[src/frlws_pkg.sv]
package frlws_pkg;
    // Register byte offsets on the APB slave
    localparam logic [11:0] OFF_ADDR_LO = 12'h000;
    localparam logic [11:0] OFF_ADDR_HI = 12'h004;
    localparam logic [11:0] OFF_WORD_LO = 12'h008;
    localparam logic [11:0] OFF_WORD_HI = 12'h00C;
    localparam logic [11:0] OFF_CTRL1 = 12'h010;
    localparam logic [11:0] OFF_UNLOCK = 12'h014;
    // Control one field positions
    localparam int B_SPACE = 6;
    localparam int B_LOAD_ONLY = 5;
    localparam int B_FREE = 4;
    localparam int B_WERR = 3;
    localparam int B_PERMIT = 2;
    localparam int B_WR = 1;
    // Unlock keys and blank latch value
    localparam logic [7:0] KEY_FIRST = 8'h55;
    localparam logic [7:0] KEY_SECOND = 8'hAA;
    localparam logic [13:0] BLANK_WORD = 14'h3FFF;
    // Row geometry: 32 latches, ten row bits
    localparam int LATCHES = 32;
    localparam int IDX_W = 5;
    localparam int ROW_W = 10;
    localparam logic [4:0] LAST_IDX = 5'h1F;
    // Reset values
    localparam logic [7:0] RST_BYTE = 8'h00;
    localparam logic [4:0] RST_IDX = 5'h00;
    // Unlock progress, Gray along the key path
    typedef enum logic [1:0] {
        UL_IDLE = 2'b00,
        UL_GOT1 = 2'b01,
        UL_ARMED = 2'b11
    } frlws_ul_t;
    // Operation sequencer, Gray along the commit path
    typedef enum logic [1:0] {
        OP_IDLE = 2'b00,
        OP_STREAM = 2'b01,
        OP_WAIT = 2'b11,
        OP_CLEAR = 2'b10
    } frlws_op_t;
    // One word beat toward the flash array
    typedef struct packed {
        logic valid;
        logic [4:0] idx;
        logic [13:0] data;
    } frlws_beat_t;
    // Row command toward the flash array
    typedef struct packed {
        logic prog;
        logic erase;
        logic [9:0] row;
    } frlws_cmd_t;
endpackage : frlws_pkg

[src/frlws_latch_bank.sv]
`timescale 1ns/10ps
module frlws_latch_bank
    import frlws_pkg::*;
#(
    parameter int N = LATCHES,
    parameter int W = 14
)(
    input wire logic pclk, // System clock
    input wire logic presetn, // Async reset, active low
    input wire logic load, // Write one latch
    input wire logic [IDX_W-1:0] load_idx, // Latch to write
    input wire logic [W-1:0] load_data, // Word to store
    input wire logic blank_all, // Return every latch to blank
    input wire logic [IDX_W-1:0] rd_idx, // Latch to read
    output logic [W-1:0] rd_data // Selected latch
);
    logic [W-1:0] latch_ff [N];

    // One flop word per latch; blanking beats a same-cycle load
    for (genvar i = 0; i < N; i++)
    begin : g_latch
        always_ff @(posedge pclk or negedge presetn)
        begin
            if (!presetn)
                latch_ff[i] <= BLANK_WORD;
            else if (blank_all)
                latch_ff[i] <= BLANK_WORD;
            else if (load && load_idx == IDX_W'(i))
                latch_ff[i] <= load_data;
        end
    end

    assign rd_data = latch_ff[rd_idx];
endmodule : frlws_latch_bank

[src/frlws_seq.sv]
// Overview of operation
// Program commit never erases; erase is a separate whole-row operation.
// One commit writes one to 32 latch words.
// Address bits 14:5 pick the row, bits 4:0 pick the latch.
// Every word of a commit lands in the one selected row.
// After a program commit all latches return to 3FFF.
// After an erase all latches return to 3FFF too.
// Load-only set: unlocked start stores the data word, no flash write.
// Load-only clear: unlocked start stores last word then programs the row.
// No latch load or flash write without the full unlock sequence.
// Software sets permit, picks flash space, sets load-only before loading.
// Software writes data, unlocks, then increments the address per word.
// Last word: clear load-only, write data, unlock to commit the row.
// Partial changes: read row, modify, erase, reload latches, commit.
// Unloaded latches stay blank, so partial loads are fine.
// Unlock is 55h then AAh to the key register, then start, uninterrupted.
// Protected target: start bit cleared, error flag set, no operation.
// Space select 0 is program flash, 1 the other spaces; here a space 1 program or erase start is rejected with the error flag set.
// Valid program rows run from word 0 to top of flash, 32-aligned.
//
// Decided for this implementation: the address map and the APB slave port.
`timescale 1ns/10ps
module frlws_seq
    import frlws_pkg::*;
#(
    parameter logic [9:0] FLASH_ROWS = 10'd192 // Rows in program flash
)(
    input wire logic pclk, // System clock, 20 MHz
    input wire logic presetn, // Async reset, active low
    input wire logic psel, // APB select
    input wire logic penable, // APB enable
    input wire logic pwrite, // APB direction
    input wire logic [11:0] paddr, // APB byte address
    input wire logic [31:0] pwdata, // APB write data
    output logic [31:0] prdata, // APB read data
    output logic pready, // APB ready
    output logic pslverr, // APB error, unmapped address
    input wire logic [9:0] wp_rows, // Rows below this are protected
    input wire logic fl_done, // Flash finished the row operation
    output frlws_cmd_t fl_cmd, // Row command
    output frlws_beat_t fl_beat // Word beats of a commit
);
    logic [7:0] adr_lo_ff, adr_hi_ff, word_lo_ff, word_hi_ff;
    logic space_ff, latch_load_only_ff, free_ff, werr_ff, permit_ff, wr_ff;
    logic pready_ff, pslverr_ff;
    logic [31:0] prdata_ff;
    frlws_ul_t ul_ff;
    frlws_op_t op_ff;
    logic [IDX_W-1:0] cnt_ff;
    frlws_cmd_t cmd_ff;
    frlws_beat_t beat_ff;
    logic [13:0] lat_rd;

    // Address map lookup, used for decode and for the error answer
    function automatic logic mapped(input logic [11:0] a);
        mapped = a == OFF_ADDR_LO || a == OFF_ADDR_HI || a == OFF_WORD_LO
              || a == OFF_WORD_HI || a == OFF_CTRL1 || a == OFF_UNLOCK;
    endfunction : mapped

    // Access taken only when idle: the CPU-stall behaviour becomes a wait state
    logic busy, acc, wr_acc, ctrl_wr, key_wr;
    assign busy = op_ff != OP_IDLE;
    assign acc = psel && penable && !pready_ff && !busy;
    assign wr_acc = acc && pwrite && mapped(paddr);
    assign ctrl_wr = wr_acc && paddr == OFF_CTRL1;
    assign key_wr = wr_acc && paddr == OFF_UNLOCK;

    // Start request and its decoded operation, from the value being written
    logic trig, do_load, do_prog, do_erase, bad_tgt, reject, nope;
    logic [9:0] row;
    assign row = {adr_hi_ff[6:0], adr_lo_ff[7:5]};
    assign trig = ctrl_wr && pwdata[B_WR] && pwdata[B_PERMIT] && ul_ff == UL_ARMED;
    assign nope = ctrl_wr && pwdata[B_WR] && ul_ff != UL_ARMED && ul_ff != UL_IDLE;
    assign bad_tgt = pwdata[B_SPACE] || row >= FLASH_ROWS || row < wp_rows;
    assign do_load = trig && !pwdata[B_FREE] && pwdata[B_LOAD_ONLY];
    assign reject = trig && !do_load && bad_tgt;
    assign do_prog = trig && !pwdata[B_FREE] && !pwdata[B_LOAD_ONLY] && !bad_tgt;
    assign do_erase = trig && pwdata[B_FREE] && !bad_tgt;

    // Unlock tracker; any other access in between drops it
    always_ff @(posedge pclk or negedge presetn)
    begin
        if (!presetn)
            ul_ff <= UL_IDLE;
        else if (acc)
        begin
            if (key_wr && pwdata[7:0] == KEY_FIRST && ul_ff == UL_IDLE)
                ul_ff <= UL_GOT1;
            else if (key_wr && pwdata[7:0] == KEY_SECOND && ul_ff == UL_GOT1)
                ul_ff <= UL_ARMED;
            else
                ul_ff <= UL_IDLE;
        end
    end

    // Address and data holding registers
    always_ff @(posedge pclk or negedge presetn)
    begin
        if (!presetn)
        begin
            adr_lo_ff <= RST_BYTE;
            adr_hi_ff <= RST_BYTE;
            word_lo_ff <= RST_BYTE;
            word_hi_ff <= RST_BYTE;
        end
        else if (wr_acc)
        begin
            if (paddr == OFF_ADDR_LO)
                adr_lo_ff <= pwdata[7:0];
            if (paddr == OFF_ADDR_HI)
                adr_hi_ff <= {1'b0, pwdata[6:0]};
            if (paddr == OFF_WORD_LO)
                word_lo_ff <= pwdata[7:0];
            if (paddr == OFF_WORD_HI)
                word_hi_ff <= {2'b00, pwdata[5:0]};
        end
    end

    // Control one; hardware set of the error flag wins over a software clear
    always_ff @(posedge pclk or negedge presetn)
    begin
        if (!presetn)
        begin
            {space_ff, latch_load_only_ff, free_ff, werr_ff, permit_ff, wr_ff} <= 6'h00;
        end
        else
        begin
            if (ctrl_wr)
            begin
                space_ff <= pwdata[B_SPACE];
                latch_load_only_ff <= pwdata[B_LOAD_ONLY];
                free_ff <= pwdata[B_FREE];
                permit_ff <= pwdata[B_PERMIT];
                werr_ff <= pwdata[B_WERR];
            end
            if (reject || nope)
                werr_ff <= 1'b1;
            // Start bit reads 1 only while a row operation runs
            if (do_prog || do_erase)
                wr_ff <= 1'b1;
            else if (op_ff == OP_CLEAR || reject)
                wr_ff <= 1'b0;
            if (op_ff == OP_CLEAR && cmd_ff.erase)
                free_ff <= 1'b0;
        end
    end

    // Row operation sequencer
    always_ff @(posedge pclk or negedge presetn)
    begin
        if (!presetn)
        begin
            op_ff <= OP_IDLE;
            cnt_ff <= RST_IDX;
            cmd_ff <= '0;
            beat_ff <= '0;
        end
        else
        begin
            beat_ff.valid <= 1'b0;
            case (op_ff)
                OP_IDLE:
                begin
                    cnt_ff <= RST_IDX;
                    if (do_prog)
                    begin
                        cmd_ff <= '{prog: 1'b1, erase: 1'b0, row: row};
                        op_ff <= OP_STREAM;
                    end
                    else if (do_erase)
                    begin
                        cmd_ff <= '{prog: 1'b0, erase: 1'b1, row: row};
                        op_ff <= OP_WAIT;
                    end
                end
                OP_STREAM:
                begin
                    // All 32 latches go out, blanks included
                    beat_ff <= '{valid: 1'b1, idx: cnt_ff, data: lat_rd};
                    cnt_ff <= cnt_ff + IDX_W'(1);
                    if (cnt_ff == LAST_IDX)
                        op_ff <= OP_WAIT;
                end
                OP_WAIT:
                    if (fl_done)
                        op_ff <= OP_CLEAR;
                OP_CLEAR:
                begin
                    cmd_ff <= '0;
                    cnt_ff <= RST_IDX;
                    op_ff <= OP_IDLE;
                end
                default:
                    op_ff <= OP_IDLE;
            endcase
        end
    end

    // Latches: load on unlocked start, blank after every program or erase
    frlws_latch_bank u_latch (
        .pclk(pclk),
        .presetn(presetn),
        .load(do_load || do_prog),
        .load_idx(adr_lo_ff[4:0]),
        .load_data({word_hi_ff[5:0], word_lo_ff}),
        .blank_all(op_ff == OP_CLEAR),
        .rd_idx(cnt_ff),
        .rd_data(lat_rd)
    );

    // APB answer: one wait state, held off while a row operation runs
    always_ff @(posedge pclk or negedge presetn)
    begin
        if (!presetn)
        begin
            pready_ff <= 1'b0;
            pslverr_ff <= 1'b0;
            prdata_ff <= 32'h0000_0000;
        end
        else
        begin
            pready_ff <= acc;
            pslverr_ff <= acc && !mapped(paddr);
            prdata_ff <= 32'h0000_0000;
            if (acc && !pwrite)
                case (paddr)
                    OFF_ADDR_LO: prdata_ff <= {24'h00_0000, adr_lo_ff};
                    OFF_ADDR_HI: prdata_ff <= {24'h00_0000, 1'b1, adr_hi_ff[6:0]};
                    OFF_WORD_LO: prdata_ff <= {24'h00_0000, word_lo_ff};
                    OFF_WORD_HI: prdata_ff <= {24'h00_0000, word_hi_ff};
                    OFF_CTRL1: prdata_ff <= {25'h000_0000, space_ff, latch_load_only_ff, free_ff,
                                             werr_ff, permit_ff, wr_ff, 1'b0};
                    default: prdata_ff <= 32'h0000_0000;
                endcase
        end
    end

    assign prdata = prdata_ff;
    assign pready = pready_ff;
    assign pslverr = pslverr_ff;
    assign fl_cmd = cmd_ff;
    assign fl_beat = beat_ff;
endmodule : frlws_seq

[config.mk]
export PLATFORM = sky130hd
export DESIGN_NAME = frlws_seq
export DESIGN_NICKNAME = d
export VERILOG_FILES = /design/src/frlws_pkg.sv /design/src/frlws_latch_bank.sv /design/src/frlws_seq.sv
export SDC_FILE = /design/constraint.sdc
export NUM_CORES = 1
export LEC_CHECK = 0
export ABC_AREA = 1
export BUFFER_PORTS_ARGS = -buffer_cell sky130_fd_sc_hd__buf_2
export CORE_UTILIZATION = 62
export DETAILED_ROUTE_END_ITERATION = 10
export GPL_TIMING_DRIVEN = 0
export PLACE_DENSITY = 0.8
export SLEW_MARGIN = 30
export SYNTH_ARGS = -nofsm -noshare
export SYNTH_HDL_FRONTEND = slang
export SYNTH_HIERARCHICAL = 1
export SYNTH_SLANG_ARGS = --single-unit
[constraint.sdc]
create_clock -name pclk -period 3.1 [get_ports pclk]
set_input_delay 0.155 -clock pclk [delete_from_list [all_inputs] [get_ports pclk]]
set_output_delay 0.155 -clock pclk [all_outputs]
set_load 0.02 [all_outputs]
==> metrics, run 1 <==
GRT overflow=0; Max Cap Violations=0; max-slew violations=0; Inserted Clock Buffers=55; critical path fanouts, max=10; status=finished, violations left; clock buffer depth=3; Syn Area/Cell=8.186 um^2; Ys Warns=6; Setup TNS=0 ns; Max Freq=346.1 MHz; die height=207.0 um; WS Path Type=reg2reg; detailed-route via count=23990; final wirelength=87.56 mm; Critical Path Source Type=flip-flop; max incr delay on CP=0.45 ns; DRC violations left=2; Via density=6.081; Max transition margin=26.52%; Syn-to-layout area delta=13.11%; VDD IR max=0.5776 mV; fill cell count=3233; die span in x=207.0 um; clk_lat worst skew=0.61 ns; RSZ-0062 raised after global routing=no; drt initial violations=3350; IO buf count=74; CTS clock-pin slew for the worst setup and hold paths=0.06 ns; Initial Util=63.36%; reg-to-reg slack, setup=0.21 ns; Unique masters post-synth=40; PwrDens=852.2 mW/mm^2; #FFs+latches synth=534; sequential share of the synthesized area=53.45%; H-tree depth=2; largest net degree at the start of global routing=92; CTS sink cnt=534; CP Capture Type=flip-flop; final setup vio count=0; Worst Path Arrival=3.41 ns; Fin. Hold Viols=0; failing checks=DRC; DP Area=0.02738 mm^2; Slew @ Worst Pin=1.098 ns; clk_skew=0.01878 ns; Worst Path Required=3.62 ns; leakage=14.13 nW; Final nets=3440; CTS Root Cell=clkbuf_16; layout cells sized above 1=27.07%; DRT antenna net count=0; period utilisation layout=93.21%; HP Class=in2reg; # IOs=126; Gate Count Post-Synth=3182; first-pass GRT wire length=130.6 mm; Tot GR Track Use=41.48%; CTS tree=yes; Post-Layout Inst Area=0.02946 mm^2; initial antenna violation count=0; vias in the first global route=22840; DP HPWL=62.47 mm; minimum clock period=2.890 ns; Mapped Area=0.02605 mm^2; number of cell rows=74; CORE AREA=0.04111 mm^2; crit path cell chain=nor2_2 -> nand3_2 -> nor2_8 -> nand3_1 -> a211oi_4 -> inv_1 -> nor2_4 -> buf_6 -> nand2_1 -> nand2_4 -> buf_4 -> nor2_1 -> a21oi_1; Die ar.=0.04284 mm^2; routability congestion estimate=1.073; DR pass1 iterations=11; Slowest-stage cell, CP=dfrtp_1; Avg WL per Cell=22.19 um
cell usage after synthesis (all sizes together):
| master | instances | area [um^2] |
|---|---|---|
| a211oi | 1 | 7.510 |
| a21o | 1 | 7.510 |
| a21oi | 458 | 2292 |
| a221oi | 1 | 8.760 |
| buf | 215 | 1399 |
| clkbuf | 32 | 120.1 |
| clkinv | 1 | 3.750 |
| conb | 1 | 3.750 |
| dfrtp | 86 | 2152 |
| dfstp | 448 | 11770 |
| ha | 11 | 137.6 |
| inv | 60 | 230.2 |
| nand2 | 907 | 3602 |
| nand3 | 358 | 1822 |
| nand3b | 1 | 7.510 |
| nand4 | 34 | 227.7 |
| nor2 | 534 | 2058 |
| nor3 | 10 | 66.32 |
| nor4 | 2 | 12.51 |
| o211ai | 1 | 7.510 |
| o21ai | 16 | 80.08 |
| o21bai | 2 | 18.77 |
| o22ai | 1 | 6.260 |
| or2 | 1 | 6.260 |
through the flow:
step	setup slack (ns)	cells	hold slack, ns	power, mW	utilization, %
detailed placement	-0.004200	3818	0.1372	18.12	66.59
floorplan	0.7245	3205	-0.1406	15.50	-
CTS	0.05998	3930	0.01684	24.75	71.25
global route	0.01091	3945	0.06547	26.23	71.67
finish	0.2104	3946	0.02828	25.11	71.67
global placement	-8.123	3811	0.4497	17.68	66.09
worst paths after layout:
kind / from / to / depth (start not counted)
hold / removal: paddr[2] / prdata[3] / 6
max in group asynchronous: presetn / u_latch/latch_ff[102] / 5
min in group asynchronous: presetn / word_hi_ff[0] / 2
setup reg to reg: op_ff[1] / u_latch/latch_ff[246] / 13
hold reg to reg: fl_beat[8] / fl_beat[8] / 2
setup / recovery: op_ff[1] / u_latch/latch_ff[246] / 13
what timing repair did:
action                     in CTS  in global routing
gates resized for setup         1                 16
setup endpoints to repair      37                216
pin swaps                       0                  7
hold buffers                   11                  0
setup buffers                   0                 15
hold endpoints to repair      132                  0
state kept, by name (all words and copies together), names as in the netlist, 2 cells and up:
name	cells
prdata	8
word_lo_ff	8
ul_ff	2
fl_beat	20
cnt_ff	5
fl_cmd	12
adr_hi_ff	7
u_latch/latch_ff	448
adr_lo_ff	8
op_ff	2
word_hi_ff	6
critical path: cells and delay by family (launching register included):
kind / cells / cell delay [ns]
flops: 1 / 0.45
buf+inv: 3 / 0.48
simple gates: 8 / 1.50
compound gates: 2 / 0.36
layer usage:
layer  up-vias  part of all wire [%]  track usage, %
li1      10660                     -               -
met1     11460                    37           53.83
met2      1548                    44           62.07
met3       323                    12           10.82
met4         0                   6.8           25.86
met5         -                     0           1.267
power breakdown:
group / leakage, nW / switching [mW] / total, mW / internal [mW]
registers: 5.90 / 0.872 / 10.6 / 9.72
logic: 7.33 / 5.32 / 7.90 / 2.58
clock network: 0.899 / 2.77 / 6.61 / 3.85
total: 14.1 / 8.96 / 25.1 / 16.1
placed cells by master, fill, tap and decap left out, types with 5 or more instances in the layout:
master,Yosys,layout
a21oi_1,458,458
buf_1,8,8
buf_16,0,7
buf_2,119,187
buf_4,59,70
buf_6,28,32
clkbuf_1,32,45
clkbuf_16,0,57
clkbuf_4,0,5
clkbuf_8,0,10
clkinv_2,0,15
conb_1,1,24
dfrtp_1,86,86
dfstp_2,448,448
dlygate4sd3_1,0,11
ha_1,11,11
inv_1,50,50
inv_2,8,8
nand2_1,862,858
nand2_2,28,31
nand2_4,17,18
nand3_1,352,352
nand3_2,6,6
nand4_1,33,33
nor2_1,524,520
nor2_2,6,10
nor3_1,8,8
o21ai_0,16,16
cell families (layout without fill, tap and decap cells):
group / after synthesis / count (layout) / share of synthesized area [%]
other: 1 / 25 / 0.01440
adders and majority gates: 11 / 11 / 0.5284
DFF: 534 / 534 / 53.45
and+or+nand+nor: 1847 / 1847 / 29.95
AOI/OAI and AO/OA: 481 / 481 / 9.323
buffers and inverters: 308 / 516 / 6.729
cell type report:
| cell class | instances | area, um^2 | area share [%] |
|---|---|---|---|
| antenna | 1 | 2.502 | 0.008493 |
| buffer | 247 | 1546 | 5.249 |
| inverter | 61 | 234.0 | 0.7941 |
| tap | 532 | 665.6 | 2.259 |
| sequential | 534 | 13920 | 47.25 |
| timing repair buffer | 107 | 795.8 | 2.701 |
| clock buffer | 80 | 1613 | 5.474 |
| clock inverter | 21 | 187.7 | 0.6370 |
| multi-input combinational | 2363 | 10500 | 35.62 |
(Power assumes the default switching activity.)
==> run 2, diff against run 1 <==
--- a/config.mk
+++ b/config.mk
@@ -10,6 +10,7 @@
 export CORE_UTILIZATION = 62
 export DETAILED_ROUTE_END_ITERATION = 10
 export GPL_TIMING_DRIVEN = 0
+export HOLD_SLACK_MARGIN = 0.02
 export PLACE_DENSITY = 0.8
 export SLEW_MARGIN = 30
 export SYNTH_ARGS = -nofsm -noshare
==> constraint.sdc (replaced) <==
create_clock -name pclk -period 3.1 [get_ports pclk]
set_input_delay 0 -clock pclk [delete_from_list [all_inputs] [get_ports pclk]]
set_output_delay 0 -clock pclk [all_outputs]
set_load 0.02 [all_outputs]
==> metrics, run 2 (synthesis gave the netlist of run 1 again) <==
Min Hold Slack=-0.02546 ns; detailed-route via count=24150; commonest cells after routing, fill and taps aside=nand2_1 (855), nor2_1 (520), a21oi_1 (458); RSZ-0062 raised after global routing=no; H-tree depth=2; Tot GR Track Use=41.74%; WS Path Type=in2reg; HP Class=in2reg; Buf/Inv on CP=6; Max Freq=346.8 MHz; minimum clock period=2.884 ns; Critical Path Source Type=input pin; cell family with most CP delay=buffers and inverters; CORE AREA=0.04111 mm^2; most common cell after layout, fill and taps aside=nand2_1; Initial Util=63.36%; DRT antenna net count=0; GRT overflow=0; critical path fanouts, max=10; routability congestion estimate=1.073; Syn-to-layout area delta=13.73%; CTS clock-pin slew for the worst setup and hold paths=0.06 ns; number of cell rows=74; largest net degree at the start of global routing=92; Inserted Clock Buffers=55; Final nets=3455; clk_lat worst skew=0.61 ns; max incr delay on CP=0.55 ns; max-slew violations=0; Avg WL per Cell=22.23 um; Design Power=25.12 mW; DP HPWL=62.47 mm; Worst Path Required=3.63 ns; Via density=6.099; clock buffer depth=3; Ant. Diodes=0; PwrDens=848.1 mW/mm^2; Max transition margin=25.70%; IO buf count=74; die height=207.0 um; clk_skew=0.01508 ns; Max Cap Violations=0; CP Capture Type=flip-flop; # IOs=126; DR pass1 iterations=11; first-pass GRT wire length=131.5 mm; status=finished, violations left; leakage=14.22 nW; CTS sink cnt=534; period utilisation layout=93.02%; Die ar.=0.04284 mm^2; initial antenna violation count=0; VDD IR max=0.5794 mV; Slew @ Worst Pin=1.110 ns; die span in x=207.0 um; Fin. Hold Viols=1; Place WS=-0.004200 ns; Slowest-stage cell, CP=dlygate4sd3_1; crit path cell chain=dlygate4sd3_1 -> buf_2 -> nand2_1 -> dlygate4sd3_1 -> nor2_1 -> nand3_2 -> nor2_8 -> nand3_1 -> a211oi_2 -> inv_1 -> nor2_4 -> buf_6 -> nand2_2 -> nand2_4 -> buf_4 -> nor2_1 -> a21oi_1; CTS Root Cell=clkbuf_16; Top reg by flops=u_latch/latch_ff; max reg flops=448; DRC violations left=1; final wirelength=88.02 mm; drt initial violations=3414; failing checks=DRC, hold timing; CTS tree=yes; Worst Path Arrival=3.41 ns; vias in the first global route=23030; post-route setup slack=0.2165 ns; layout cells sized above 1=27.10%; final setup vio count=0
run 2: cell types whose count changed in the layout (fill, tap and decap cells not counted), sizes merged:
cell	delta
clkbuf	+1
buf	+1
diode	-1
dlygate4sd3	+13
run 2: metal layers:
metal / routed length, um / vias to the layer above / GRT usage [%] / part of all wire [%]
li1: - / 10710 / - / -
met1: 32620 / 11520 / 54.00 / 37
met2: 38270 / 1569 / 62.57 / 43
met3: 10970 / 361 / 10.89 / 12
met4: 6161 / 0 / 26.15 / 7.0
met5: 0 / - / 1.267 / 0
run 2: final timing paths:
path                       slack [ns]                     to  depth (start not counted)  startpoint
setup / recovery                 0.22  u_latch/latch_ff[261]                         17     penable
setup reg to reg                 0.23  u_latch/latch_ff[261]                         13    op_ff[1]
min in group asynchronous        0.18  u_latch/latch_ff[304]                          2     presetn
max in group asynchronous        1.67          word_lo_ff[2]                          3     presetn
hold / removal                  -0.03              prdata[2]                          8    paddr[1]
hold reg to reg                  0.47             fl_beat[8]                          2  fl_beat[8]
run 2: timing repair:
item                                    4_1_cts  5_1_grt
resized for setup                             1       22
pin swaps                                     0        8
hold buffers                                 25        0
hold endpoints to repair                    256        0
endpoints found under the setup margin       37      361
setup buffers                                 0       17
run 2: report_power, final:
part / switching [mW] / internal (mW) / total [mW]
Sequential: 0.872 / 9.72 / 10.6
Combinational: 5.33 / 2.59 / 7.92
Clock: 2.77 / 3.85 / 6.61
run 2: layout make-up:
| cell class | instances | area (um^2) |
|---|---|---|
| fillers | 3201 | 11480 |
| clock inverters | 21 | 187.7 |
| clock buffers | 80 | 1613 |
| multi-input cells | 2363 | 10510 |
| repair buffers | 122 | 940.9 |
| flip-flops and latches | 534 | 13920 |
| inverters | 61 | 234.0 |
| well taps | 532 | 665.6 |
| plain buffers | 247 | 1549 |
run 2: worst min-delay path: stages:
cell,delay (ns)
buf_2,0.08
nor2_2,0.05
inv_2,0.09
nor3_2,0.08
nand2_1,0.06
nand2_1,0.06
inv_1,0.05
a21oi_1,0.07
run 2: per-stage QoR:
| stage | util [%] | cells | TNS [ns] | instance area, um^2 |
|---|---|---|---|---|
| 5_1_grt | 72.06 | 3960 | 0 | 29620 |
| 6_report | 72.06 | 3960 | 0 | 29620 |
| 3_5_place_dp | 66.59 | 3818 | -0.01272 | 27380 |
| 4_1_cts | 71.59 | 3944 | 0 | 29430 |
| 3_3_place_gp | 66.09 | 3811 | -2780.11 | 27170 |
| 2_1_floorplan | - | 3205 | 0 | 26140 |
